`config.mk`:
```
export PLATFORM = sky130hd
export DESIGN_NAME = tct_top
export DESIGN_NICKNAME = d
export VERILOG_FILES = /design/src/tct_pkg.sv /design/src/tct_top.sv /design/src/tct_pin_sample.sv
export SDC_FILE = /design/constraint.sdc
export NUM_CORES = 1
export LEC_CHECK = 0
export BUFFER_PORTS_ARGS = -buffer_cell sky130_fd_sc_hd__buf_2
export CELL_PAD_IN_SITES_DETAIL_PLACEMENT = 0
export CELL_PAD_IN_SITES_GLOBAL_PLACEMENT = 1
export CORE_AREA = 2 2 204 206
export CTS_CLUSTER_SIZE = 20
export DETAILED_ROUTE_END_ITERATION = 8
export DIE_AREA = 0 0 206 208
export HOLD_SLACK_MARGIN = 0.03
export PLACE_DENSITY = 0.49
export SETUP_SLACK_MARGIN = 0.15
export SYNTH_ARGS = -nofsm -noshare
export SYNTH_HDL_FRONTEND = slang
export SYNTH_SLANG_ARGS = --single-unit
```
`constraint.sdc`:
```
create_clock -name clk_in -period 3.63 [get_ports clk_in]
set_input_delay 0.5445 -clock clk_in [delete_from_list [all_inputs] [get_ports clk_in]]
set_output_delay 0.5445 -clock clk_in [all_outputs]
set_load 0.005 [all_outputs]
```
`src/tct_pkg.sv`:
```
// constants, register map and carrier types of the three-unit timer/counter block
package tct_pkg;

	localparam int unsigned ADDR_W = 6;

	// register byte offsets
	localparam logic [ADDR_W-1:0] OFF_CTRL = 6'h00;
	localparam logic [ADDR_W-1:0] OFF_MODE = 6'h04;
	localparam logic [ADDR_W-1:0] OFF_CNT0 = 6'h08;
	localparam logic [ADDR_W-1:0] OFF_CNT1 = 6'h0c;
	localparam logic [ADDR_W-1:0] OFF_STAT = 6'h10;
	localparam logic [ADDR_W-1:0] OFF_MASK = 6'h14;
	localparam logic [ADDR_W-1:0] OFF_U2CTRL = 6'h18;
	localparam logic [ADDR_W-1:0] OFF_U2MODE = 6'h1c;
	localparam logic [ADDR_W-1:0] OFF_CNT2 = 6'h20;
	localparam logic [ADDR_W-1:0] OFF_RELOAD = 6'h24;
	localparam logic [ADDR_W-1:0] OFF_CFG = 6'h28;

	// timer_control_register fields, unit 1 sits two bits above unit 0
	localparam int CTRL_OVF0 = 0;
	localparam int CTRL_RUN0 = 1;
	localparam int CTRL_IRQF0 = 4;
	localparam int CTRL_TYPE0 = 5;
	localparam int CTRL_UNIT1_SHIFT = 2;

	// timer_mode_register: one nibble per unit
	localparam int MODE_NIBBLE_W = 4;

	// status and mask layout
	localparam int ST_OVF0 = 0;
	localparam int ST_OVF1 = 1;
	localparam int ST_OVF2 = 2;
	localparam int ST_IRQ0 = 3;
	localparam int ST_IRQ1 = 4;
	localparam int ST_W = 5;

	// unit2_control_register, unit2_mode_register, config fields
	localparam int U2_RUN = 0;
	localparam int U2_SEL = 1;
	localparam int U2_EXT = 2;
	localparam int U2_OVF = 3;
	localparam int U2_DOWN_COUNT_ENABLE = 0;
	localparam int CFG_X2 = 0;

	// timing: peripheral clock periods per peripheral cycle, oscillator per peripheral clock
	localparam int PER_CLKS_PER_CYCLE = 6;
	localparam int STD_CLK_DIV = 2;
	localparam int PRE_W = 4;

	localparam logic [15:0] CNT_RST = 16'h0000;
	localparam logic [15:0] CNT_MAX = 16'hffff;
	localparam logic [7:0] MODE_RST = 8'h00;

	localparam logic [1:0] RESP_OKAY = 2'h0;
	localparam logic [1:0] RESP_SLVERR = 2'h2;

	typedef struct packed {
		logic gate;
		logic csel;
		logic [1:0] mode;
	} tct_unit_cfg_t;

	typedef struct packed {
		logic run;
		logic csel;
		logic down_count_enable;
	} tct_u2_cfg_t;

endpackage : tct_pkg

```
`src/tct_top.sv`:
```
// three 16-bit timer/counters behind an AXI4-Lite register slave
// Behaviour
// - units 0 and 1 configured independently
// - bytes cascade to 16 bits, overflow flags
// - run bit starts counting, keeps contents
// - timer counts once per six-period cycle
// - counter counts sampled high-then-low pin
// - edge needs two cycles, max rate/24, /12 in x2 mode
// - unit 0 fields in mode/control nibbles
// - gate off: run bit alone enables
// - unit 0 rollover sets overflow flag
// - unit 2 counts tick or pin when run
// - down enable: direction pin picks direction
// - up overflow sets flag, loads reload
// - down match reload: flag, load ffff
// - extension flag toggles, no interrupt
//
// Our own choices: the placing of the registers and register access over AXI4-Lite.
`timescale 1ns/1ps
module tct_top #(
	parameter int ADDR_W = tct_pkg::ADDR_W // register address width
) (
	input wire logic clk_in, // 100 MHz clock
	input wire logic arst_n_in, // async reset, active low
	input wire logic [ADDR_W-1:0] s_axi_awaddr_in, // write address
	input wire logic s_axi_awvalid_in, // write address valid
	output logic s_axi_awready_out, // write address ready
	input wire logic [31:0] s_axi_wdata_in, // write data
	input wire logic [3:0] s_axi_wstrb_in, // write byte strobes
	input wire logic s_axi_wvalid_in, // write data valid
	output logic s_axi_wready_out, // write data ready
	output logic [1:0] s_axi_bresp_out, // write response
	output logic s_axi_bvalid_out, // write response valid
	input wire logic s_axi_bready_in, // write response ready
	input wire logic [ADDR_W-1:0] s_axi_araddr_in, // read address
	input wire logic s_axi_arvalid_in, // read address valid
	output logic s_axi_arready_out, // read address ready
	output logic [31:0] s_axi_rdata_out, // read data
	output logic [1:0] s_axi_rresp_out, // read response
	output logic s_axi_rvalid_out, // read data valid
	input wire logic s_axi_rready_in, // read data ready
	input wire logic [1:0] count_pin_in, // external count pins, units 0 and 1
	input wire logic [1:0] ext_irq_pin_in, // external interrupt / gate pins
	input wire logic unit2_count_pin_in, // unit 2 external count pin
	input wire logic unit2_direction_pin_in, // unit 2 direction pin
	output logic irq_out // level interrupt, active high
);

	////////////////////////////////////////////////////////////////////////////
	// register bus slave

	logic awready_q;
	logic aw_hold_q;
	logic [ADDR_W-1:0] awaddr_q;
	logic wready_q;
	logic w_hold_q;
	logic [31:0] wdata_q;
	logic [3:0] wstrb_q;
	logic bvalid_q;
	logic [1:0] bresp_q;
	logic arready_q;
	logic rvalid_q;
	logic [31:0] rdata_q;
	logic [1:0] rresp_q;
	logic do_wr;
	logic wr_lo;
	logic wr_hi;
	logic wr_mapped;
	logic [31:0] rd_d;
	logic rd_mapped;

	assign do_wr = aw_hold_q && w_hold_q && !bvalid_q;
	assign wr_lo = do_wr && wstrb_q[0];
	assign wr_hi = do_wr && wstrb_q[1];

	always_ff @(posedge clk_in or negedge arst_n_in)
	begin
		if (!arst_n_in)
		begin
			awready_q <= 1'b1;
			aw_hold_q <= 1'b0;
			awaddr_q <= '0;
		end
		else if (do_wr)
		begin
			awready_q <= 1'b1;
			aw_hold_q <= 1'b0;
		end
		else if (s_axi_awvalid_in && awready_q)
		begin
			awready_q <= 1'b0;
			aw_hold_q <= 1'b1;
			awaddr_q <= s_axi_awaddr_in;
		end
	end

	always_ff @(posedge clk_in or negedge arst_n_in)
	begin
		if (!arst_n_in)
		begin
			wready_q <= 1'b1;
			w_hold_q <= 1'b0;
			wdata_q <= '0;
			wstrb_q <= '0;
		end
		else if (do_wr)
		begin
			wready_q <= 1'b1;
			w_hold_q <= 1'b0;
		end
		else if (s_axi_wvalid_in && wready_q)
		begin
			wready_q <= 1'b0;
			w_hold_q <= 1'b1;
			wdata_q <= s_axi_wdata_in;
			wstrb_q <= s_axi_wstrb_in;
		end
	end

	always_comb
	begin
		case (awaddr_q)
			tct_pkg::OFF_CTRL, tct_pkg::OFF_MODE, tct_pkg::OFF_CNT0, tct_pkg::OFF_CNT1,
			tct_pkg::OFF_STAT, tct_pkg::OFF_MASK, tct_pkg::OFF_U2CTRL, tct_pkg::OFF_U2MODE,
			tct_pkg::OFF_CNT2, tct_pkg::OFF_RELOAD, tct_pkg::OFF_CFG: wr_mapped = 1'b1;
			default: wr_mapped = 1'b0;
		endcase
	end

	always_ff @(posedge clk_in or negedge arst_n_in)
	begin
		if (!arst_n_in)
		begin
			bvalid_q <= 1'b0;
			bresp_q <= tct_pkg::RESP_OKAY;
		end
		else if (do_wr)
		begin
			bvalid_q <= 1'b1;
			bresp_q <= wr_mapped ? tct_pkg::RESP_OKAY : tct_pkg::RESP_SLVERR;
		end
		else if (s_axi_bready_in)
		begin
			bvalid_q <= 1'b0;
		end
	end

	always_ff @(posedge clk_in or negedge arst_n_in)
	begin
		if (!arst_n_in)
		begin
			arready_q <= 1'b1;
			rvalid_q <= 1'b0;
			rdata_q <= '0;
			rresp_q <= tct_pkg::RESP_OKAY;
		end
		else if (rvalid_q)
		begin
			if (s_axi_rready_in)
			begin
				rvalid_q <= 1'b0;
				arready_q <= 1'b1;
			end
		end
		else if (s_axi_arvalid_in && arready_q)
		begin
			arready_q <= 1'b0;
			rvalid_q <= 1'b1;
			rdata_q <= rd_d;
			rresp_q <= rd_mapped ? tct_pkg::RESP_OKAY : tct_pkg::RESP_SLVERR;
		end
	end

	////////////////////////////////////////////////////////////////////////////
	// control registers

	logic [1:0] run_q;
	logic [1:0] itype_q;
	tct_pkg::tct_unit_cfg_t cfg_q [2];
	tct_pkg::tct_u2_cfg_t u2_q;
	logic x2_q;
	logic [15:0] reload_q;
	logic [tct_pkg::ST_W-1:0] mask_q;

	function automatic logic wr_at(input logic [ADDR_W-1:0] a, input logic [ADDR_W-1:0] off);
		wr_at = wr_lo && (a == off);
	endfunction : wr_at

	// mode changes while running are the software's problem, not guarded here
	always_ff @(posedge clk_in or negedge arst_n_in)
	begin
		if (!arst_n_in)
		begin
			run_q <= '0;
			itype_q <= '0;
			cfg_q[0] <= tct_pkg::tct_unit_cfg_t'(tct_pkg::MODE_RST[3:0]);
			cfg_q[1] <= tct_pkg::tct_unit_cfg_t'(tct_pkg::MODE_RST[7:4]);
			u2_q <= '0;
			x2_q <= 1'b0;
			mask_q <= '0;
		end
		else
		begin
			for (int i = 0; i < 2; i++)
			begin
				if (wr_at(awaddr_q, tct_pkg::OFF_CTRL))
				begin
					run_q[i] <= wdata_q[tct_pkg::CTRL_RUN0 + i * tct_pkg::CTRL_UNIT1_SHIFT];
					itype_q[i] <= wdata_q[tct_pkg::CTRL_TYPE0 + i * tct_pkg::CTRL_UNIT1_SHIFT];
				end
				if (wr_at(awaddr_q, tct_pkg::OFF_MODE))
				begin
					cfg_q[i] <= wdata_q[i * tct_pkg::MODE_NIBBLE_W +: tct_pkg::MODE_NIBBLE_W];
				end
			end
			if (wr_at(awaddr_q, tct_pkg::OFF_U2CTRL))
			begin
				u2_q.run <= wdata_q[tct_pkg::U2_RUN];
				u2_q.csel <= wdata_q[tct_pkg::U2_SEL];
			end
			if (wr_at(awaddr_q, tct_pkg::OFF_U2MODE))
			begin
				u2_q.down_count_enable <= wdata_q[tct_pkg::U2_DOWN_COUNT_ENABLE];
			end
			if (wr_at(awaddr_q, tct_pkg::OFF_CFG))
			begin
				x2_q <= wdata_q[tct_pkg::CFG_X2];
			end
			if (wr_at(awaddr_q, tct_pkg::OFF_MASK))
			begin
				mask_q <= wdata_q[tct_pkg::ST_W-1:0];
			end
		end
	end

	always_ff @(posedge clk_in or negedge arst_n_in)
	begin
		if (!arst_n_in)
		begin
			reload_q <= tct_pkg::CNT_RST;
		end
		else if (awaddr_q == tct_pkg::OFF_RELOAD)
		begin
			if (wr_lo)
			begin
				reload_q[7:0] <= wdata_q[7:0];
			end
			if (wr_hi)
			begin
				reload_q[15:8] <= wdata_q[15:8];
			end
		end
	end

	////////////////////////////////////////////////////////////////////////////
	// peripheral cycle prescaler and pin samplers

	logic [tct_pkg::PRE_W-1:0] pre_q;
	logic [tct_pkg::PRE_W-1:0] pre_lim;
	logic tick_q;
	logic [1:0] gate_lvl;
	logic [1:0] cnt_fall;
	logic [1:0] irq_fall;
	logic u2_fall;
	logic dir_lvl;

	// standard mode doubles the oscillator periods per peripheral clock
	assign pre_lim = x2_q ? tct_pkg::PRE_W'(tct_pkg::PER_CLKS_PER_CYCLE - 1)
		: tct_pkg::PRE_W'(tct_pkg::PER_CLKS_PER_CYCLE * tct_pkg::STD_CLK_DIV - 1);

	always_ff @(posedge clk_in or negedge arst_n_in)
	begin
		if (!arst_n_in)
		begin
			pre_q <= '0;
			tick_q <= 1'b0;
		end
		else if (pre_q >= pre_lim)
		begin
			pre_q <= '0;
			tick_q <= 1'b1;
		end
		else
		begin
			pre_q <= pre_q + tct_pkg::PRE_W'(1);
			tick_q <= 1'b0;
		end
	end

	for (genvar g = 0; g < 2; g++)
	begin : g_unit_pins
		tct_pin_sample u_cnt (
			.clk_in(clk_in),
			.arst_n_in(arst_n_in),
			.pin_in(count_pin_in[g]),
			.tick_in(tick_q),
			.level_out(),
			.fall_out(cnt_fall[g])
		);
		tct_pin_sample u_irq (
			.clk_in(clk_in),
			.arst_n_in(arst_n_in),
			.pin_in(ext_irq_pin_in[g]),
			.tick_in(tick_q),
			.level_out(gate_lvl[g]),
			.fall_out(irq_fall[g])
		);
	end

	tct_pin_sample u_u2_cnt (
		.clk_in(clk_in),
		.arst_n_in(arst_n_in),
		.pin_in(unit2_count_pin_in),
		.tick_in(tick_q),
		.level_out(),
		.fall_out(u2_fall)
	);

	tct_pin_sample u_u2_dir (
		.clk_in(clk_in),
		.arst_n_in(arst_n_in),
		.pin_in(unit2_direction_pin_in),
		.tick_in(tick_q),
		.level_out(dir_lvl),
		.fall_out()
	);

	////////////////////////////////////////////////////////////////////////////
	// units 0 and 1

	logic [15:0] cnt_q [2];
	logic [15:0] cnt_d [2];
	logic [1:0] inc;
	logic [1:0] ovf;
	logic [1:0] wr_cnt;

	always_comb
	begin
		for (int i = 0; i < 2; i++)
		begin
			wr_cnt[i] = awaddr_q == (i == 0 ? tct_pkg::OFF_CNT0 : tct_pkg::OFF_CNT1);
			inc[i] = run_q[i] && (!cfg_q[i].gate || gate_lvl[i])
				&& (cfg_q[i].csel ? cnt_fall[i] : tick_q);
			ovf[i] = inc[i] && (cnt_q[i] == tct_pkg::CNT_MAX);
			cnt_d[i] = inc[i] ? cnt_q[i] + 16'h0001 : cnt_q[i];
			if (wr_lo && wr_cnt[i])
			begin
				cnt_d[i][7:0] = wdata_q[7:0];
			end
			if (wr_hi && wr_cnt[i])
			begin
				cnt_d[i][15:8] = wdata_q[15:8];
			end
		end
	end

	always_ff @(posedge clk_in or negedge arst_n_in)
	begin
		if (!arst_n_in)
		begin
			cnt_q[0] <= tct_pkg::CNT_RST;
			cnt_q[1] <= tct_pkg::CNT_RST;
		end
		else
		begin
			cnt_q[0] <= cnt_d[0];
			cnt_q[1] <= cnt_d[1];
		end
	end

	////////////////////////////////////////////////////////////////////////////
	// unit 2, auto-reload up or down

	logic [15:0] cnt2_q;
	logic [15:0] cnt2_d;
	logic ext_q;
	logic inc2;
	logic up2;
	logic ev2;
	logic wr_cnt2;
	logic [tct_pkg::ST_W-1:0] st_q;

	assign wr_cnt2 = awaddr_q == tct_pkg::OFF_CNT2;
	assign inc2 = u2_q.run && (u2_q.csel ? u2_fall : tick_q);
	assign up2 = !u2_q.down_count_enable || dir_lvl;

	always_comb
	begin
		ev2 = 1'b0;
		cnt2_d = cnt2_q;
		if (inc2 && up2)
		begin
			if (cnt2_q == tct_pkg::CNT_MAX)
			begin
				ev2 = 1'b1;
				cnt2_d = reload_q;
			end
			else
			begin
				cnt2_d = cnt2_q + 16'h0001;
			end
		end
		else if (inc2)
		begin
			if (cnt2_q == reload_q)
			begin
				ev2 = 1'b1;
				cnt2_d = tct_pkg::CNT_MAX;
			end
			else
			begin
				cnt2_d = cnt2_q - 16'h0001;
			end
		end
		if (wr_lo && wr_cnt2)
		begin
			cnt2_d[7:0] = wdata_q[7:0];
		end
		if (wr_hi && wr_cnt2)
		begin
			cnt2_d[15:8] = wdata_q[15:8];
		end
	end

	// the extension bit only toggles; it is kept out of the interrupt status
	always_ff @(posedge clk_in or negedge arst_n_in)
	begin
		if (!arst_n_in)
		begin
			cnt2_q <= tct_pkg::CNT_RST;
			ext_q <= 1'b0;
		end
		else
		begin
			cnt2_q <= cnt2_d;
			ext_q <= ext_q ^ ev2;
		end
	end

	////////////////////////////////////////////////////////////////////////////
	// sticky status, mask and interrupt

	logic [tct_pkg::ST_W-1:0] st_set;
	logic [tct_pkg::ST_W-1:0] st_clr;
	logic irq_q;

	always_comb
	begin
		st_set = '0;
		st_set[tct_pkg::ST_OVF0] = ovf[0];
		st_set[tct_pkg::ST_OVF1] = ovf[1];
		st_set[tct_pkg::ST_OVF2] = ev2;
		for (int i = 0; i < 2; i++)
		begin
			st_set[tct_pkg::ST_IRQ0 + i] = itype_q[i] ? irq_fall[i] : (tick_q && !gate_lvl[i]);
		end
		st_clr = wr_at(awaddr_q, tct_pkg::OFF_STAT) ? wdata_q[tct_pkg::ST_W-1:0] : '0;
	end

	// a new event in the clearing cycle survives the clear
	always_ff @(posedge clk_in or negedge arst_n_in)
	begin
		if (!arst_n_in)
		begin
			st_q <= '0;
			irq_q <= 1'b0;
		end
		else
		begin
			st_q <= (st_q & ~st_clr) | st_set;
			irq_q <= |(st_q & mask_q);
		end
	end

	////////////////////////////////////////////////////////////////////////////
	// read mux

	always_comb
	begin
		rd_d = '0;
		rd_mapped = 1'b1;
		case (s_axi_araddr_in)
			tct_pkg::OFF_CTRL:
			begin
				for (int i = 0; i < 2; i++)
				begin
					rd_d[tct_pkg::CTRL_OVF0 + i * tct_pkg::CTRL_UNIT1_SHIFT] = st_q[tct_pkg::ST_OVF0 + i];
					rd_d[tct_pkg::CTRL_RUN0 + i * tct_pkg::CTRL_UNIT1_SHIFT] = run_q[i];
					rd_d[tct_pkg::CTRL_IRQF0 + i * tct_pkg::CTRL_UNIT1_SHIFT] = st_q[tct_pkg::ST_IRQ0 + i];
					rd_d[tct_pkg::CTRL_TYPE0 + i * tct_pkg::CTRL_UNIT1_SHIFT] = itype_q[i];
				end
			end
			tct_pkg::OFF_MODE: rd_d[7:0] = {cfg_q[1], cfg_q[0]};
			tct_pkg::OFF_CNT0: rd_d[15:0] = cnt_q[0];
			tct_pkg::OFF_CNT1: rd_d[15:0] = cnt_q[1];
			tct_pkg::OFF_STAT: rd_d[tct_pkg::ST_W-1:0] = st_q;
			tct_pkg::OFF_MASK: rd_d[tct_pkg::ST_W-1:0] = mask_q;
			tct_pkg::OFF_U2CTRL:
			begin
				rd_d[tct_pkg::U2_RUN] = u2_q.run;
				rd_d[tct_pkg::U2_SEL] = u2_q.csel;
				rd_d[tct_pkg::U2_EXT] = ext_q;
				rd_d[tct_pkg::U2_OVF] = st_q[tct_pkg::ST_OVF2];
			end
			tct_pkg::OFF_U2MODE: rd_d[tct_pkg::U2_DOWN_COUNT_ENABLE] = u2_q.down_count_enable;
			tct_pkg::OFF_CNT2: rd_d[15:0] = cnt2_q;
			tct_pkg::OFF_RELOAD: rd_d[15:0] = reload_q;
			tct_pkg::OFF_CFG: rd_d[tct_pkg::CFG_X2] = x2_q;
			default: rd_mapped = 1'b0;
		endcase
	end

	assign s_axi_awready_out = awready_q;
	assign s_axi_wready_out = wready_q;
	assign s_axi_bvalid_out = bvalid_q;
	assign s_axi_bresp_out = bresp_q;
	assign s_axi_arready_out = arready_q;
	assign s_axi_rvalid_out = rvalid_q;
	assign s_axi_rdata_out = rdata_q;
	assign s_axi_rresp_out = rresp_q;
	assign irq_out = irq_q;

endmodule : tct_top

```
`src/tct_pin_sample.sv`:
```
// two-flop synchroniser and per-peripheral-cycle falling-edge sampler for one pin
`timescale 1ns/1ps
module tct_pin_sample (
	input wire logic clk_in, // block clock
	input wire logic arst_n_in, // async reset, active low
	input wire logic pin_in, // raw external pin
	input wire logic tick_in, // one pulse per peripheral cycle
	output logic level_out, // level sampled at last tick
	output logic fall_out // pulse: high sample then low sample
);

	logic sync1_q;
	logic sync2_q;
	logic samp_q;
	logic fall_q;

	always_ff @(posedge clk_in or negedge arst_n_in)
	begin
		if (!arst_n_in)
		begin
			sync1_q <= 1'b1;
			sync2_q <= 1'b1;
		end
		else
		begin
			sync1_q <= pin_in;
			sync2_q <= sync1_q;
		end
	end

	// pins idle high, so the sample starts high to avoid a false edge
	always_ff @(posedge clk_in or negedge arst_n_in)
	begin
		if (!arst_n_in)
		begin
			samp_q <= 1'b1;
			fall_q <= 1'b0;
		end
		else if (tick_in)
		begin
			samp_q <= sync2_q;
			fall_q <= samp_q & ~sync2_q;
		end
		else
		begin
			fall_q <= 1'b0;
		end
	end

	assign level_out = samp_q;
	assign fall_out = fall_q;
endmodule : tct_pin_sample

```
Word-level counts from Yosys, hierarchy flattened
Cells that the tools add are included. Widths: inputs -> output; s select.

Output and inout bits: 42. Word-level logic and storage cells: 226. Input bits: 61. Register bits after elaboration: 171.

Add/sub/neg operators: 5. Equal/unequal tests: 25. Reduce and logical (&&, ||, !) cells: 61. Magnitude comparators: 1. Bitwise gates (word level): 17. Multiplexer cells: 55.

Operators by type and width (number): $mux 16 (6); $add 16x1->16 const B (3); $eq 16x16->1 const B (3); $eq 6x5->1 const B (8); $mux 8 (6); $eq 6x6->1 const B (6); $mux 1 (33); $pmux 8 s4 (1); $logic_and 1x1->1 (30); $pmux 3 s9 (1); $eq 6x4->1 const B (4); $reduce_or 11->1 (2); $pmux 3 s6 (1); $eq 16x16->1 (1); $reduce_bool 2->1 (8); $sub 16x1->16 const B (1); $eq 6x3->1 const B (2); $logic_not 6->1 (2); $reduce_and 2->1 (6); $and 5x5->5 (2); $pmux 1 s10 (1); $mux 4 (2); $pmux 1 s8 (1); $not 1->1 (7); other kinds (14) (27).

Logic depth before layout (Yosys ltp)
Gate-level depths: netlist of run 1.

Word-level depth: 8. Mapped depth: 8. Mapped depth without buffers: 7.

Cells and area by module
From an unflattened synthesis of run 1, not the netlist that was laid out.

Cell total of the unflattened synthesis: 932. Area, all modules: 9335.2 sq um.

By module, submodules not included: tct_top (cells an instance 896, sequential area each 3657.3 sq um, area each 8562.0 sq um, instances 1); tct_pin_sample (cells an instance 6, sequential area each 103.8 sq um, area each 128.9 sq um, instances 6).

Worst setup path before layout of run 1
OpenSTA, ideal clock, no wires.

Path type: reg-to-reg. Start: register cnt2_q[1]. End: register cnt2_q[3]. Clock period less this slack: 2120 ps. Cell stages (with the launch flop): 8. Data arrival time: 1977 ps. Library setup time: 144 ps. Data required time: 3486 ps. Slack: 1510 ps. Buffers on the path: 0. Cells stage by stage: dfrtp_1 > ha_1 > nand4_1 > nor4_4 > nand2_2 > mux2_2 > o22ai_1 > a221oi_1.

Cells in the longest elaborated chain, start to end: 5. Elaborated cells between the ends (all ways): 9. Classes of those cells: add/sub: 2; eq/ne: 2; mux: 5.

RTL lines: start: declaration (RTL line tct_top.sv:374) `logic [15:0] cnt2_q;`; start signal: assignment (RTL line tct_top.sv:430) `cnt2_q <= tct_pkg::CNT_RST;`; start signal: assignment (RTL line tct_top.sv:435) `cnt2_q <= cnt2_d;`; $sub 16x1->16 / $eq 16x16->1 (equally long branches) (RTL line tct_top.sv:412, tct_top.sv:405); $mux 16 (RTL line tct_top.sv:405) `if (cnt2_q == reload_q)`; $mux 16 (RTL line tct_top.sv:403) `else if (inc2)`; $mux 16 * (RTL line tct_top.sv:391) `if (inc2 && up2)`; $mux 8 * (RTL line tct_top.sv:415) `if (wr_lo && wr_cnt2)`.

Every way passes the cells marked *; elsewhere a longest branch is shown, timed or not. The select of a mux whose other input is x is not followed. A chain may end at the register's enable or synchronous reset.

Final worst setup path of run 1
Start: register cnt2_q[0]. End: register cnt2_q[3].

The elaborated chain is that of the path after synthesis.

==> reports/qor.csv, run 1 <==
metric,value,unit
Die Y,208,µm
Rel. slew slack,27.1,%
Seq cells post-synth,169,
most common cell in the netlist,dfrtp_1,
slew at the pin with the worst max-slew slack,1.09,ns
Synth Cell Area,9200,µm²
pin count of the biggest net entering global routing,77,
DP HPWL,21800,µm
filler instances,4390,
initial antenna violation count,2,
total CTS buffers,17,
synth cell count leaders,"dfrtp_1 (148), nand2_1 (99), nor2_1 (71), o21ai_0 (71), mux2_2 (70)",
Setup crit start kind,flop,
WP data required,3.92,ns
Hold Path Class,input port to async pin,
first-pass GRT wire length,45400,µm
Metal-1 WL,14300,µm
"Core Util, Final",26.1,%
clock-pin slew on the worst setup and hold paths,0.07,ns
layout cell share with drive strength beyond 1,22.6,%
Placer Congestion,0.776,
"Hold Vio Cnt, Final",0,
CTS sink count,169,
vias in the first global route,7115,
Setup-failing EPs final,0,
gr usage total,14.2,%
setup tns final,0,ns
post-CTS sizing,0,
Rows,74,
clock skew,0.0145,ns
metal2 WL,13600,µm
H-Tree Depth,4,
CTS tree,built,
cts hold-fix bufs,0,
setup bufs post-CTS,0,
outcome,completed,
met3 WL,980,µm
RSZ-0062 raised after global routing,false,
leak pwr,4.65,nW
Initial Util,22.7,%
final WL,29200,µm
Netlist cell types,63,
Crit. End Element,flop,
sequential share of the synthesized area,46.2,%
Ports,103,
Slew Limit Fails,0,
max_cap viols,0,
arrival time at the worst endpoint,2.96,ns
Tcrit/Tclk final,73.7,%
crit path time final,2.67,ns
"top cells by area, synth","dfrtp_1 (40%), mux2_2 (8.6%), dfstp_2 (6.0%), nand2_1 (4.0%), xor2_1 (3.9%)",
Area growth syn-to-layout,14.9,%
die footprint,42800,µm²
Top Layer Used,met5,
Max clock buf depth,2,
Crit Path Class,flop to flop,
fraction of registers with async set/reset,100,%
number of remaining DRC errors,0,
Port Buffers,66,
Die W,206,µm
share of the synthesized area in the top cell type,40.3,%
Mapped Cells,912,
dominant synthesized flop cell,dfrtp_1,
clock root cell,clkbuf_16,
Peak supply drop,0.000397,V
syn_area_per_cell,10.1,µm²
Final ANT Viol Nets,0,
drt initial violations,354,
detailed-route via count,6996,
GRT overflow,0,
router iterations before antenna repair,4,
number of synthesized flops with an enable pin,0,
latest clock arrival within the worst-skew pair,0.45,ns
power per cell area,685,nW/µm²
Ys Warns,0,
Core Region,40600,µm²
Critical Path Fanout Max,10,
post-synth top area cell,dfrtp_1,
layout net count,1026,
routed len/inst,19.4,µm
Max Clock Freq,374,MHz
number of vias per cell,4.65,
==> layer usage <==
layer | up-vias | track usage, %
li1 | 3308 | -
met1 | 3540 | 20.4
met2 | 122 | 21.8
met3 | 24 | 2.37
met4 | 2 | 4.06
met5 | - | 0
==> critical path, cell delays in order (launching register included) <==
cell	delay (ns)
dfrtp_1	0.53
ha_1	0.30
nand4_1	0.18
nor4_4	0.60
nand2_2	0.30
mux2_2	0.35
o22ai_1	0.16
a221oi_1	0.10
==> power by group <==
group | switching (mW) | internal (mW) | leakage, nW | total, mW
clock | 0.836 | 1.06 | 0.284 | 1.89
sequential | 0.953 | 2.44 | 2.19 | 3.39
combinational | 0.976 | 0.978 | 2.17 | 1.95
total | 2.76 | 4.47 | 4.65 | 7.24
==> placed cells by master (no fill, tap or decap), types with 8 or more instances in the layout <==
master     count
dfrtp_1      148
nand2_1       99
o21ai_0       71
nor2_1        71
mux2_2        70
buf_2         65
xor2_1        41
xnor2_1       30
a21oi_1       29
nand3_1       23
dfstp_2       21
a22o_1        20
conb_1        18
and3_1        17
mux2i_1       17
clkbuf_16     17
inv_1         15
nand4_1       13
nor3_1        13
buf_4         13
a221o_1       12
a31oi_1        9
nand2b_1       8
ha_1           8
==> per-stage QoR <==
step	power [mW]	std cells	cell area (µm²)	worst slack, ns	hold slack (ns)
after floorplan	4.58	929	9270	1.51	0.249
after global placement	5.37	1470	9970	1.01	0.347
after detailed placement	5.40	1470	9970	0.975	0.347
after CTS	7.33	1502	10600	0.954	0.165
after global routing	7.72	1503	10600	0.746	0.173
final	7.24	1504	10600	0.955	0.143
==> layout make-up <==
type                            instances  area, µm²  share of cell area (%)
Multi-Input combinational cell        674       4540                    42.9
Clock inverter                         12        140                    1.33
Timing Repair Buffer                   80        454                    4.30
Sequential cell                       169       4260                    40.3
Inverter                               15       56.3                   0.533
Antenna cell                            2       5.00                  0.0473
Clock buffer                           20        457                    4.32
Tap cell                              532        666                    6.30
==> state kept, by name (all words and copies together) (netlist names), 3 cells and up <==
register and cells:
cnt2_q 16, awaddr_q 6, pre_q 4, cfg_q 8, cnt_q 32, st_q 5
s_axi_rdata_out 16, u2_q 3, mask_q 5, reload_q 16, wdata_q 16
==> cell families (layout without fill, tap and decap cells) <==
logic type / after synthesis / in the layout / share of synthesized area, %
and+or+nand+nor: 301 / 301 / 16.9
other: 1 / 20 / 0.0408
DFF: 169 / 169 / 46.2
adders and majority gates: 8 / 8 / 1.09
xor gates and xnor gates: 71 / 71 / 6.76
muxes: 87 / 87 / 10.4
buffers and inverters: 86 / 127 / 5.18
AOI/OAI and AO/OA: 189 / 189 / 13.4
==> worst paths after layout <==
kind,startpoint,to,slack [ns],cells after the start
max,cnt2_q[0],cnt2_q[3],0.96,7
min,arst_n_in,awaddr_q[3],0.14,1
max reg2reg,cnt2_q[0],cnt2_q[3],0.96,7
min reg2reg,g_unit_pins[1].u_irq.sync1_q,g_unit_pins[1].u_irq.sync2_q,0.36,0
max in group asynchronous,arst_n_in,s_axi_arready_out,2.56,2
min in group clk_in,unit2_count_pin_in,u_u2_cnt.sync1_q,0.19,1
Power figures use the tool's default switching activity.
==> inputs of run 2 (changes only) <==
Clock period 3.63 ns to 2.5 ns, I/O delays scaled along.
==> run 2 against run 1 <==
Net effect: clock skew down 0.0050 ns; non-clock buffer count up 54; sequential power up 40%; sequential share of layout area down 1.9 points; clock power up 57%; worst setup slack worse by 0.68 ns; critical path depth unchanged; critical path type unchanged; largest power group unchanged.
==> reports/qor.csv, run 2 (synthesized netlist as in run 1, its figures left out) <==
metric,value,unit
outcome,completed,
Post-Place Setup Slack,0.186,ns
Max Clock Freq,450,MHz
Peak supply drop,0.000500,V
Hold Path Class,input port to flop,
Die Y,208,µm
Critical Path Fanout Max,7,
leak pwr,4.97,nW
layout cell share with drive strength beyond 1,27.1,%
RSZ-0062 raised after global routing,true,
Core Region,40600,µm²
Tcrit/Tclk final,88.9,%
Inst Count DP,1515,
reg2reg path depth,7,
drt initial violations,533,
Slew Limit Fails,0,
first-pass GRT wire length,46300,µm
crit path time final,2.22,ns
H-Tree Depth,4,
Rel. slew slack,55.8,%
CTS sink count,169,
router iterations before antenna repair,5,
flip-flop count of the largest register after layout,32,
Rows,74,
vias in the first global route,7198,
pin count of the biggest net entering global routing,62,
slew at the pin with the worst max-slew slack,0.663,ns
arrival time at the worst endpoint,2.59,ns
most frequent cells in the layout,"dfrtp_1 (142), nand2_1 (99), o21ai_0 (71), nor2_1 (71), mux2_2 (70)",
number of remaining DRC errors,0,
Hold Path Cell Cnt,2,
die footprint,42800,µm²
gr usage total,14.7,%
number of vias per cell,4.64,
"commonest non-fill, non-tap cell in the layout",dfrtp_1,
WP data required,2.87,ns
Setup WS post-layout,0.278,ns
initial antenna violation count,1,
Crit Path Class,flop to flop,
CTS tree,built,
Ports,103,
clock root cell,clkbuf_16,
routed len/inst,19.7,µm
DP HPWL,23000,µm
Placer Congestion,0.793,
clock skew,0.00956,ns
total CTS buffers,17,
latest clock arrival within the worst-skew pair,0.44,ns
"Hold Vio Cnt, Final",0,
setup tns final,0,ns
final WL,30700,µm
Setup crit start kind,flop,
Max clock buf depth,2,
max_cap viols,0,
Area growth syn-to-layout,20.9,%
Initial Util,22.7,%
power per cell area,1010,nW/µm²
detailed-route via count,7225,
Final ANT Viol Nets,0,
Setup-failing EPs final,0,
GRT overflow,0,
Port Buffers,66,
clock-pin slew on the worst setup and hold paths,0.07,ns
Biggest register,cnt_q,
Crit. End Element,flop,
layout net count,1080,
n_diodes,0,
post-route non-filler standard cell count,1556,
Die W,206,µm
[run 2: repair_timing]
action                                  CTS  global route
gates resized for setup                   0            10
setup buffers                             0             2
hold buffers                              7             0
endpoints found under the setup margin    0            12
hold endpoints to repair                 43             0
[run 2: layout make-up]
| cell class | count | area [µm²] |
|---|---|---|
| Inverter | 15 | 56.3 |
| Tap cell | 532 | 666 |
| Clock buffer | 18 | 439 |
| Sequential cell | 169 | 4260 |
| Timing Repair Buffer | 134 | 927 |
| Fill cell | 4378 | 29400 |
| Multi-Input combinational cell | 674 | 4560 |
| Clock inverter | 14 | 211 |
[run 2: worst max-delay path, cell delays in order (launching register included)]
cell,delay (ns)
dfrtp_1,0.53
buf_4,0.22
nand2_1,0.11
nor4_4,0.39
nand2_2,0.23
mux2_2,0.31
nor2_1,0.17
xor2_1,0.17
[run 2: worst paths after layout]
check                                                   from                            to  slack [ns]
max in group asynchronous                          arst_n_in                     cnt_q[15]        1.26
worst max-delay path                               cnt2_q[6]                         ext_q        0.28
worst min register to register  g_unit_pins[1].u_cnt.sync1_q  g_unit_pins[1].u_cnt.sync2_q        0.36
worst min-delay path                         s_axi_wvalid_in              s_axi_wready_out         0.1
min in group asynchronous                          arst_n_in                     aw_hold_q        0.48
worst max register to register                     cnt2_q[6]                         ext_q        0.28
[run 2: where the power goes]
part           leakage, nW  switching (mW)  internal (mW)
clock network        0.318            1.24           1.73
logic                 2.47            1.74           1.73
registers             2.18            1.19           3.55
[run 2: per-stage QoR]
step / util [%] / instance area (µm²) / power [mW] / hold WS (ns)
after floorplan: - / 9270 / 6.65 / 0.0794
after global placement: 25.5 / 10400 / 8.19 / 0.346
after detailed placement: 25.5 / 10400 / 8.21 / 0.347
after CTS: 27.3 / 11100 / 11.3 / 0.0707
after global routing: 27.4 / 11100 / 11.9 / 0.0793
final: 27.4 / 11100 / 11.2 / 0.0982
[run 2: layer usage]
| layer | global-route usage [%] | wire length, µm | vias up |
|---|---|---|---|
| li1 | - | - | 3417 |
| met1 | 21.1 | 15000 | 3660 |
| met2 | 22.1 | 14000 | 118 |
| met3 | 2.66 | 1100 | 28 |
| met4 | 4.36 | 503 | 2 |
| met5 | 0 | 7 | - |
